===== config.mk =====
export PLATFORM = sky130hd
export DESIGN_NAME = cpsi_status_irq
export DESIGN_NICKNAME = d
export VERILOG_FILES = /design/src/cpsi_pkg.sv /design/src/cpsi_irq_if.sv /design/src/cpsi_irq_bank.sv /design/src/cpsi_status_irq.sv
export SDC_FILE = /design/constraint.sdc
export NUM_CORES = 1
export LEC_CHECK = 0
export ABC_AREA = 1
export BUFFER_PORTS_ARGS = -buffer_cell sky130_fd_sc_hd__buf_2
export CAP_MARGIN = 20
export CORE_MARGIN = 4
export CORE_UTILIZATION = 47
export DETAILED_ROUTE_END_ITERATION = 16
export GPL_TIMING_DRIVEN = 0
export PLACE_DENSITY = 0.74
export SKIP_LAST_GASP = 1
export SLEW_MARGIN = 20
export SYNTH_ARGS = -nofsm -noshare
export SYNTH_HDL_FRONTEND = slang
export SYNTH_SLANG_ARGS = --single-unit

===== constraint.sdc =====
create_clock -name core_clk -period 2.7 [get_ports core_clk]
set_clock_uncertainty 0.15 [all_clocks]
set_input_delay 0.135 -clock core_clk [delete_from_list [all_inputs] [get_ports core_clk]]
set_output_delay 0.135 -clock core_clk [all_outputs]
set_load 0.02 [all_outputs]

===== src/cpsi_pkg.sv =====
package cpsi_pkg;

  // ****************************************************************
  // Register addresses
  // ****************************************************************
  localparam logic [7:0] ADDR_CFG = 8'hc2;
  localparam logic [7:0] ADDR_CTL = 8'hc3;
  localparam logic [7:0] ADDR_STS = 8'hc4;
  localparam logic [7:0] ADDR_IEN = 8'hc6;
  localparam logic [7:0] ADDR_ISR = 8'hc7;

  // ****************************************************************
  // Reset values
  // ****************************************************************
  localparam logic [7:0] RST_STS = 8'h00;
  localparam logic [7:0] RST_IEN = 8'h00;
  localparam logic [7:0] RST_RDATA = 8'h00;

  // ****************************************************************
  // Control and config fields
  // ****************************************************************
  localparam int CTL_RESET = 7;
  localparam int CTL_LIST_ACCEPT = 5;
  localparam int CTL_KEY_ACCEPT = 4;
  localparam int CTL_DISABLE = 1;
  localparam int CTL_ENABLE = 0;
  localparam int CFG_NEEDS_LOCK = 1;

  // ****************************************************************
  // Status fields
  // ****************************************************************
  localparam int STS_CHAN_ERR = 7;
  localparam int STS_IRQ_PIN = 6;
  localparam int STS_LOCK = 5;
  localparam int STS_HOTPLUG = 4;
  localparam int STS_FOUND = 3;
  localparam int STS_LIST_RDY = 2;
  localparam int STS_KEY_RDY = 1;
  localparam int STS_AUTHENTICATION_DONE = 0;

  // ****************************************************************
  // Interrupt enable and pending fields
  // ****************************************************************
  localparam int IRQ_INDIRECT = 7;
  localparam int IRQ_FOUND = 6;
  localparam int IRQ_DOWNSTREAM = 5;
  localparam int IRQ_KEY_LIST = 4;
  localparam int IRQ_KEY_VECTOR = 3;
  localparam int IRQ_AUTH_FAIL = 2;
  localparam int IRQ_AUTH_PASS = 1;
  localparam int IRQ_GLOBAL = 0;

endpackage : cpsi_pkg


===== src/cpsi_irq_if.sv =====
`timescale 1ns/100ps

interface cpsi_irq_if;
  logic [7:1] cond;
  logic [7:0] enable;
  logic clear;
  logic [7:1] pending;
  logic irq;

  modport bank (
    input cond,
    input enable,
    input clear,
    output pending,
    output irq
  );

  modport ctrl (
    output cond,
    output enable,
    output clear,
    input pending,
    input irq
  );
endinterface : cpsi_irq_if


===== src/cpsi_irq_bank.sv =====
`timescale 1ns/100ps

module cpsi_irq_bank (
  input wire logic core_clk, // Core clock
  input wire logic srst, // Synchronous reset
  cpsi_irq_if.bank ib // Conditions in, pending and irq out
);

  logic [7:1] pend_q;
  logic irq_q;

  // ****************************************************************
  // Sticky pending bits, set wins over clear
  // ****************************************************************
  for (genvar gi = 1; gi <= 7; gi++) begin : g_src
    always_ff @(posedge core_clk) begin
      if (srst) begin
        pend_q[gi] <= 1'b0;
      end else if (ib.cond[gi] && ib.enable[gi]) begin
        pend_q[gi] <= 1'b1;
      end else if (ib.clear) begin
        pend_q[gi] <= 1'b0;
      end
    end
  end

  // ****************************************************************
  // Interrupt line to the host
  // ****************************************************************
  always_ff @(posedge core_clk) begin
    if (srst) begin
      irq_q <= 1'b0;
    end else begin
      irq_q <= ib.enable[cpsi_pkg::IRQ_GLOBAL] && (|pend_q);
    end
  end

  assign ib.pending = pend_q;
  assign ib.irq = irq_q;
endmodule : cpsi_irq_bank


===== src/cpsi_status_irq.sv =====
`timescale 1ns/100ps

module cpsi_status_irq (
  input wire logic core_clk, // Core clock, 100 MHz
  input wire logic srst, // Synchronous reset, active high
  input wire logic [7:0] reg_addr, // Register address
  input wire logic reg_wr, // Register write strobe
  input wire logic reg_rd, // Register read strobe
  input wire logic [7:0] reg_wdata, // Register write data
  output logic [7:0] reg_rdata, // Register read data
  output logic reg_rvalid, // Read data valid pulse
  input wire logic control_channel_error, // Control channel error pulse
  input wire logic downstream_irq_pin_n, // Downstream interrupt, active low
  input wire logic downstream_lock_seen, // Downstream lock level
  input wire logic downstream_hotplug, // Downstream hot-plug pulse
  input wire logic receiver_found, // Downstream receiver detected level
  input wire logic is_repeater, // Downstream is a repeater
  input wire logic key_list_ready, // Key list loaded pulse
  input wire logic key_vector_ready, // Receiver key read pulse
  input wire logic auth_pass_evt, // Authentication passed pulse
  input wire logic auth_lost_evt, // Authentication failed or lost pulse
  input wire logic indirect_done_evt, // Indirect access done pulse
  output logic protect_enabled, // Content protection enabled
  output logic auth_start, // Start or restart pulse
  output logic auth_stop, // Stop pulse
  output logic auth_hold, // Pause authentication
  output logic irq_out // Interrupt to host, active high
);

  // ****************************************************************
  // Address decode
  // ****************************************************************
  logic wr_cfg;
  logic wr_ctl;
  logic wr_ien;
  logic rd_sts;
  logic rd_isr;

  assign wr_cfg = reg_wr && (reg_addr == cpsi_pkg::ADDR_CFG);
  assign wr_ctl = reg_wr && (reg_addr == cpsi_pkg::ADDR_CTL);
  assign wr_ien = reg_wr && (reg_addr == cpsi_pkg::ADDR_IEN);
  assign rd_sts = reg_rd && (reg_addr == cpsi_pkg::ADDR_STS);
  assign rd_isr = reg_rd && (reg_addr == cpsi_pkg::ADDR_ISR);

  logic enable_wr;
  logic stop_wr;
  logic list_accept_wr;
  logic key_accept_wr;

  assign enable_wr = wr_ctl && reg_wdata[cpsi_pkg::CTL_ENABLE];
  assign stop_wr = wr_ctl && (reg_wdata[cpsi_pkg::CTL_DISABLE] || reg_wdata[cpsi_pkg::CTL_RESET]);
  assign list_accept_wr = wr_ctl && reg_wdata[cpsi_pkg::CTL_LIST_ACCEPT];
  assign key_accept_wr = wr_ctl && reg_wdata[cpsi_pkg::CTL_KEY_ACCEPT];

  // ****************************************************************
  // Enable and restart
  // ****************************************************************
  logic protect_en_q;
  logic auth_start_q;
  logic auth_stop_q;

  always_ff @(posedge core_clk) begin
    if (srst) begin
      protect_en_q <= 1'b0;
      auth_start_q <= 1'b0;
      auth_stop_q <= 1'b0;
    end else begin
      auth_start_q <= enable_wr;
      auth_stop_q <= stop_wr && !enable_wr;
      if (enable_wr) begin
        protect_en_q <= 1'b1;
      end else if (stop_wr) begin
        protect_en_q <= 1'b0;
      end
    end
  end

  // ****************************************************************
  // Config and interrupt enable registers
  // ****************************************************************
  logic needs_lock_q;
  logic [7:0] ien_q;

  always_ff @(posedge core_clk) begin
    if (srst) begin
      needs_lock_q <= 1'b0;
    end else if (wr_cfg) begin
      needs_lock_q <= reg_wdata[cpsi_pkg::CFG_NEEDS_LOCK];
    end
  end

  always_ff @(posedge core_clk) begin
    if (srst) begin
      ien_q <= cpsi_pkg::RST_IEN;
    end else if (wr_ien) begin
      ien_q <= reg_wdata;
    end
  end

  // ****************************************************************
  // Link status levels
  // ****************************************************************
  logic irq_pin_q;
  logic lock_q;
  logic found_q;

  always_ff @(posedge core_clk) begin
    if (srst) begin
      irq_pin_q <= 1'b1;
      lock_q <= 1'b0;
      found_q <= 1'b0;
    end else begin
      irq_pin_q <= downstream_irq_pin_n;
      lock_q <= downstream_lock_seen;
      found_q <= receiver_found;
    end
  end

  // ****************************************************************
  // Sticky status, cleared on status read; set wins
  // ****************************************************************
  logic err_q;
  logic hotplug_q;

  always_ff @(posedge core_clk) begin
    if (srst) begin
      err_q <= 1'b0;
    end else if (control_channel_error) begin
      err_q <= 1'b1;
    end else if (rd_sts) begin
      err_q <= 1'b0;
    end
  end

  always_ff @(posedge core_clk) begin
    if (srst) begin
      hotplug_q <= 1'b0;
    end else if (downstream_hotplug) begin
      hotplug_q <= 1'b1;
    end else if (rd_sts) begin
      hotplug_q <= 1'b0;
    end
  end

  // ****************************************************************
  // Key handshakes and authentication state
  // ****************************************************************
  logic list_rdy_q;
  logic key_rdy_q;
  logic authentication_done_q;
  logic hold_q;

  always_ff @(posedge core_clk) begin
    if (srst) begin
      list_rdy_q <= 1'b0;
    end else if (key_list_ready) begin
      list_rdy_q <= 1'b1;
    end else if (list_accept_wr) begin
      list_rdy_q <= 1'b0;
    end
  end

  always_ff @(posedge core_clk) begin
    if (srst) begin
      key_rdy_q <= 1'b0;
    end else if (key_vector_ready) begin
      key_rdy_q <= 1'b1;
    end else if (key_accept_wr) begin
      key_rdy_q <= 1'b0;
    end
  end

  always_ff @(posedge core_clk) begin
    if (srst) begin
      authentication_done_q <= 1'b0;
    end else if (auth_pass_evt) begin
      authentication_done_q <= 1'b1;
    end else if (auth_lost_evt || enable_wr || stop_wr) begin
      authentication_done_q <= 1'b0;
    end
  end

  // Repeater pauses on list; non-repeater pauses on receiver key
  always_ff @(posedge core_clk) begin
    if (srst) begin
      hold_q <= 1'b0;
    end else begin
      hold_q <= list_rdy_q || (key_rdy_q && !is_repeater);
    end
  end

  // ****************************************************************
  // Interrupt conditions
  // ****************************************************************
  cpsi_irq_if irq_bus ();

  logic found_cond;
  assign found_cond = found_q && (!needs_lock_q || lock_q);

  assign irq_bus.cond[cpsi_pkg::IRQ_INDIRECT] = indirect_done_evt;
  assign irq_bus.cond[cpsi_pkg::IRQ_FOUND] = found_cond;
  assign irq_bus.cond[cpsi_pkg::IRQ_DOWNSTREAM] = !irq_pin_q;
  assign irq_bus.cond[cpsi_pkg::IRQ_KEY_LIST] = key_list_ready;
  assign irq_bus.cond[cpsi_pkg::IRQ_KEY_VECTOR] = key_vector_ready;
  assign irq_bus.cond[cpsi_pkg::IRQ_AUTH_FAIL] = auth_lost_evt;
  assign irq_bus.cond[cpsi_pkg::IRQ_AUTH_PASS] = auth_pass_evt;
  assign irq_bus.enable = ien_q;
  assign irq_bus.clear = rd_isr;

  cpsi_irq_bank u_bank (
    .core_clk(core_clk),
    .srst(srst),
    .ib(irq_bus.bank)
  );

  // ****************************************************************
  // Read data
  // ****************************************************************
  logic [7:0] sts_val;
  logic [7:0] rd_mux;
  logic [7:0] rdata_q;
  logic rvalid_q;

  assign sts_val = {err_q, irq_pin_q, lock_q, hotplug_q, found_q, list_rdy_q, key_rdy_q,
                    authentication_done_q};

  always_comb begin
    rd_mux = cpsi_pkg::RST_RDATA;
    unique case (reg_addr)
      cpsi_pkg::ADDR_CFG: begin
        rd_mux[cpsi_pkg::CFG_NEEDS_LOCK] = needs_lock_q;
      end
      cpsi_pkg::ADDR_CTL: begin
        rd_mux[cpsi_pkg::CTL_ENABLE] = protect_en_q;
      end
      cpsi_pkg::ADDR_STS: begin
        rd_mux = sts_val;
      end
      cpsi_pkg::ADDR_IEN: begin
        rd_mux = ien_q;
      end
      cpsi_pkg::ADDR_ISR: begin
        rd_mux = {irq_bus.pending, |irq_bus.pending};
      end
      default: begin
        rd_mux = cpsi_pkg::RST_RDATA;
      end
    endcase
  end

  always_ff @(posedge core_clk) begin
    if (srst) begin
      rdata_q <= cpsi_pkg::RST_RDATA;
      rvalid_q <= 1'b0;
    end else begin
      rvalid_q <= reg_rd;
      if (reg_rd) begin
        rdata_q <= rd_mux;
      end
    end
  end

  assign reg_rdata = rdata_q;
  assign reg_rvalid = rvalid_q;
  assign protect_enabled = protect_en_q;
  assign auth_start = auth_start_q;
  assign auth_stop = auth_stop_q;
  assign auth_hold = hold_q;
  assign irq_out = irq_bus.irq;
endmodule : cpsi_status_irq

==> metrics.md, run 1 <==
| Metric | Value |
|---|---|
| Pwr/cell area | about 420 nW/um2 |
| CP endpoint kind | flip-flop |
| Mapped Nets | around 270 |
| IO Pins | 45 |
| First-pass GRT wire length | between 7 and 8 mm |
| Drt wl/cell | 12.5 um |
| Clock latency on the worst-skew pair | 0.35 ns |
| Total power | a little under 1 mW |
| Leakage | 1.02 nW |
| Initial Utilization | 50.1% |
| Max-Cap Viols | 0 |
| Buffers on Ports | 43 |
| Chip Width | 68.3 um |
| Nets | between 300 and 400 |
| FF+latch count, synth | 38 |
| Initial antenna violation count | 0 |
| Layout cells sized above 1 | approximately 24% |
| Post-synth EDFFs | 0 |
| Hpwl dp | approximately 3.1 mm |
| Final worst slack | about 0.66 ns |
| Max frequency | 491 MHz |
| Max H-tree Level | 2 |
| WL final | 4.46 mm |
| RSZ-0062 raised after global routing | false |
| HP Start | srst |
| Worst min-delay path category | input port to flip-flop |
| CTS root buf | clkbuf_4 |
| Gate Count Post-Synth | about 240 |
| R2r setup slk | ~1.3 ns |
| Post-Syn Area | approximately 1700 um2 |
| FILL cells | around 310 |
| Final critical-path share of the clock period | between 70% and 80% |
| Reg2reg start | authentication_done_q |
| Row count | 21 |
| Fin Setup TNS | 0 ns |
| Post-synth top flop | dfxtp_1 |
| Worst reg2reg path endpoint | authentication_done_q |
| Netlist cell types | 25 |
| Router iterations before antenna repair | 4 |
| Largest net degree at the start of global routing | 12 |
| CP Launch Type | input port |
| Actual slew at the worst max-slew pin | 0.589 ns |
| Clock Path Buffers | 2 |
| Core footprint | approximately 3400 um2 |
| Num Clock Sinks | 38 |
| Final min period | approximately 2 ns |
| Sequential share of the synthesized area | between 40% and 50% |
| Vias in the first global route | between 1500 and 2000 |
| DRT antenna net count | 0 |
| Place WS | ~1.2 ns |
| Synth area leader | dfxtp_1 |
| Final Slew Violations | 0 |
| Reg2Reg Depth | 5 |
| Clock buffers created by TritonCTS | 5 |
| P&R area growth vs syn | 33.9% |
| Final setup vio count | 0 |
| Peak supply drop | roughly 0.00030 V |
| Top-count cell post-synth | nand2_1 |
| FFs w/ async S/R, synth | 0% |
| Routed vias | 1744 |
| Data arrival, critical path | 2.12 ns |
| Status | complete, no violations |
| Antenna diode count | 0 |
| Total setup buffers inserted after CTS | 0 |
| Vias per cell | 4.87 |
| Starting DRT DRC Count | 75 |
| Number of remaining DRC errors | 0 |
| Global route overflow | 0 |
| Crit-path max FO | 5 |
| WHS Endpoint | u_bank.ib.irq |
| Slew Limit Headroom | approximately 61% |
| CTS tree | done |
| Post-synth top cells | nand2_1 (71), dfxtp_1 (38), nand3_1 (31) |
| Worst-path clk slew | between 0.1 and 0.15 ns |
| Hold Fails Final Rpt | 0 |
| Die H | about 68 um |
| Synth top area cells | dfxtp_1 (44%), nand2_1 (16%), nand3_1 (9.1%) |
| Hold path depth | 2 |
| GPL Wtd Cong | about 0.85 |
| Die ar. | between 4000 and 5000 um2 |
| Data required, critical path | 2.78 ns |
| Avg Inst Size Synth | around 7.2 um2 |
| Tot GR Track Use | about a fifth |
| Top cell type's share of synthesized area | 44.5% |
| Critical path type | input port to flip-flop |
| Warnings, synthesis | 0 |
## worst max path at each step
stage / startpoint / end
after global routing: reg_wr / list_rdy_q
after detailed placement: reg_addr[7] / u_bank.ib.pending[4]
final: reg_wr / list_rdy_q
after floorplan: reg_addr[7] / u_bank.ib.pending[1]
after CTS: reg_wr / list_rdy_q
after global placement: reg_addr[7] / u_bank.ib.pending[2]
## cell families (layout without fill, tap and decap cells)
| family | count (synthesis) | in the layout | synth area share (%) |
|---|---|---|---|
| compound gates | 35 | 35 | 11.7 |
| buf+inv | 32 | 108 | 7.75 |
| flops | 38 | 38 | 44.5 |
| simple gates | 131 | 131 | 36.1 |
## repair_timing
| action | in CTS | in global routing |
|---|---|---|
| endpoints found under the hold margin | 31 | 0 |
| hold buffers | 26 | 0 |
| gates resized for setup | 0 | 0 |
## power breakdown
group          switching, mW  internal (mW)  total (mW)
sequential           0.00662          0.570       0.577
clock                  0.182         0.0937       0.276
combinational         0.0600         0.0559       0.116
## cell type report
cell class / instances / area [um2] / share of cell area [%]
multi-input combinational: 166 / 817 / 35.7
sequential: 38 / 761 / 33.2
timing repair buffer: 69 / 475 / 20.8
inverter: 25 / 93.8 / 4.10
tap: 46 / 57.6 / 2.51
buffer: 7 / 38.8 / 1.69
clock buffer: 5 / 37.5 / 1.64
clock inverter: 2 / 10.0 / 0.437
## cell usage in the layout (no fill, tap or decap), drive strengths merged
cell         instances
o211ai               1
a21oi               30
clkinv               3
nand2               74
nor3                 3
clkbuf               7
o21ai                4
buf                 48
nand3               32
inv                 24
or2                  2
dlygate4sd3         26
nor2                19
dfxtp               38
nor4                 1
## layer usage
metal	share of wire, %	vias to the layer above	global-route usage, %
li1	-	904	-
met5	0	-	0
met1	45	775	28.3
met4	2.0	0	8.68
met3	6.0	9	4.27
met2	47	56	33.7
## worst max-delay path, stage by stage
cell and delay [ns]:
dlygate4sd3_1 0.53, buf_2 0.18, inv_2 0.06, nor4_4 0.40, nand2_1 0.10, nand2_1 0.08
a21oi_1 0.06, dlygate4sd3_1 0.58
## state kept, by name, summed over array words and instances (netlist names)
name                   cells
reg_rvalid                 1
reg_rdata                  8
auth_stop                  1
u_bank.ib.pending          7
irq_pin_q                  1
lock_q                     1
found_q                    1
key_rdy_q                  1
authentication_done_q      1
auth_hold                  1
hotplug_q                  1
u_bank.ib.irq              1
auth_start                 1
needs_lock_q               1
list_rdy_q                 1
err_q                      1
ien_q                      8
protect_enabled            1
## stage by stage
stage | cells | util, % | area [um2] | hold slack (ns)
final | 358 | 67.1 | 2290 | 0.0685
after global routing | 358 | 67.1 | 2290 | 0.0815
after CTS | 358 | 67.1 | 2290 | 0.0864
after detailed placement | 325 | 58.1 | 1980 | 0.182
after global placement | 325 | 58.1 | 1980 | 0.182
after floorplan | 236 | - | 1710 | 0.0541
No activity file was read; power rests on OpenSTA's default activity.
==> inputs of run 2 (changes only) <==
Clock period 2.7 ns to 2 ns, I/O delays scaled along.
==> run 2 against run 1 <==
Register-to-register slack got worse by 0.70 ns. Total power grew 35%. Clock power is 34% higher. Hold slack worse by 0.030 ns. Routed wire length up 0.52%. Highest routed layer unchanged.
==> metrics.md, run 2 (synthesis gave the netlist of run 1 again) <==
| Metric | Value |
|---|---|
| Die H | just under 70 um |
| CTS tree | done |
| Final min period | about 1.8 ns |
| Hold path depth | 2 |
| Worst min-delay path category | input port to flip-flop |
| RSZ-0062 raised after global routing | false |
| CTS root buf | clkbuf_4 |
| Max frequency | 541 MHz |
| Status | complete, no violations |
| Hpwl dp | approximately 3.1 mm |
| Final core utilization | 67.4% |
| GPL Wtd Cong | 0.848 |
| Clock buffers created by TritonCTS | 5 |
| Router iterations before antenna repair | 4 |
| Vias per cell | ~4.9 |
| CP endpoint kind | flip-flop |
| WL final | 4.48 mm |
| Nets | ~340 |
| Global route overflow | 0 |
| Peak supply drop | about 0.00041 V |
| CP Launch Type | input port |
| Initial antenna violation count | 0 |
| Actual slew at the worst max-slew pin | roughly 0.55 ns |
| Row count | 21 |
| Num Clock Sinks | 38 |
| Pwr/cell area | between 500 and 600 nW/um2 |
| Clock latency on the worst-skew pair | 0.34 ns |
| Layout cells sized above 1 | between 20 and 25% |
| Commonest cells after routing, fill and taps aside | nand2_1 (71), buf_2 (44), dfxtp_1 (38), nand3_1 (31), dlygate4sd3_1 (27) |
| Fin Setup TNS | 0 ns |
| Tot GR Track Use | a little over a fifth |
| Final setup vio count | 0 |
| Register area | between 700 and 800 um2 |
| Initial Utilization | ~50% |
| Final Slew Violations | 0 |
| Most common cell after layout, fill and taps aside | nand2_1 |
| Slew Limit Headroom | between 60% and 70% |
| Max H-tree Level | 2 |
| Data arrival, critical path | a little under 2 ns |
| Hold Fails Final Rpt | 0 |
| Reg2Reg Depth | 5 |
| Final critical-path share of the clock period | between 90% and 100% |
| P&R area growth vs syn | 34.6% |
| Chip Width | just under 70 um |
| Core footprint | 3420 um2 |
| Number of remaining DRC errors | 0 |
| Leakage | a little over 1 nW |
| Vias in the first global route | 1567 |
| DRT antenna net count | 0 |
| IO Pins | 45 |
| Routed vias | 1743 |
| Largest net degree at the start of global routing | 12 |
| Data required, critical path | 2.08 ns |
| Clock Path Buffers | 2 |
| Die ar. | 4670 um2 |
| Buffers on Ports | 43 |
| Crit-path max FO | 5 |
| Starting DRT DRC Count | 88 |
| First-pass GRT wire length | 7.30 mm |
| Drt wl/cell | approximately 12 um |
| Max-Cap Viols | 0 |
| Worst-path clk slew | roughly 0.11 ns |
| Area occupied by multi-input gates | around 820 um2 |
| Antenna diode count | 0 |
| FILL cells | between 300 and 400 |
| Critical path type | input port to flip-flop |
run 2: cell count changes in the layout (fill, tap and decap cells not counted):
| cell | previous run | this run |
|---|---|---|
| buf_1 | 1 | 0 |
| dlygate4sd3_1 | 26 | 27 |
| clkbuf_2 | 0 | 1 |
run 2: per-stage QoR:
stage | power [mW] | hold slack (ns) | instance area (um2) | setup WS (ns) | std cells
2_1_floorplan | 0.855 | 0.0191 | 1710 | 0.890 | 236
4_1_cts | 1.31 | 0.0514 | 2300 | 0.0435 | 359
3_3_place_gp | 0.910 | 0.147 | 1980 | 0.603 | 325
3_5_place_dp | 0.910 | 0.147 | 1980 | 0.581 | 325
6_report | 1.31 | 0.0383 | 2300 | 0.152 | 359
5_1_grt | 1.37 | 0.0465 | 2300 | 0.0684 | 359
run 2: area by class of cell:
| cell class | instances | area share, % |
|---|---|---|
| multi-input combinational | 166 | 35.5 |
| sequential | 38 | 33.0 |
| buffer | 7 | 1.74 |
| inverter | 25 | 4.08 |
| timing repair buffer | 70 | 21.1 |
| clock buffer | 5 | 1.63 |
| clock inverter | 2 | 0.435 |
| tap | 46 | 2.50 |
run 2: final timing paths:
check | startpoint | end | slack, ns
max | reg_wr | list_rdy_q | 0.15
min | srst | u_bank.ib.irq | 0.04
max reg2reg | authentication_done_q | authentication_done_q | 0.56
min reg2reg | reg_rdata[1] | reg_rdata[1] | 0.32
run 2: worst max-delay path, cell delays in order:
cell and delay [ns]:
dlygate4sd3_1 0.53, buf_2 0.18, inv_2 0.06, nor4_4 0.26
nand2_1 0.10, nand2_1 0.08, a21oi_1 0.06, dlygate4sd3_1 0.56
run 2: per-layer routing:
layer	share of wire [%]	wire length (um)	track usage [%]	vias to the layer above
met3	5.3	239	4.27	9
met4	1.9	87	8.68	0
met2	47	2110	33.3	47
met1	46	2050	28.7	781
met5	0	0	0	-
li1	-	-	-	906
run 2: repair_timing:
item                                    4_1_cts  5_1_grt
hold buffers                                 27        0
setup buffers                                 0        0
endpoints found under the setup margin        0        2
endpoints found under the hold margin        31        0
resized for setup                             0        1
run 2: power by group:
group	internal, mW	total (mW)	switching, mW	leakage [nW]
clock	0.126	0.369	0.242	0.0308
combinational	0.0770	0.159	0.0817	0.690
sequential	0.770	0.779	0.00885	0.309
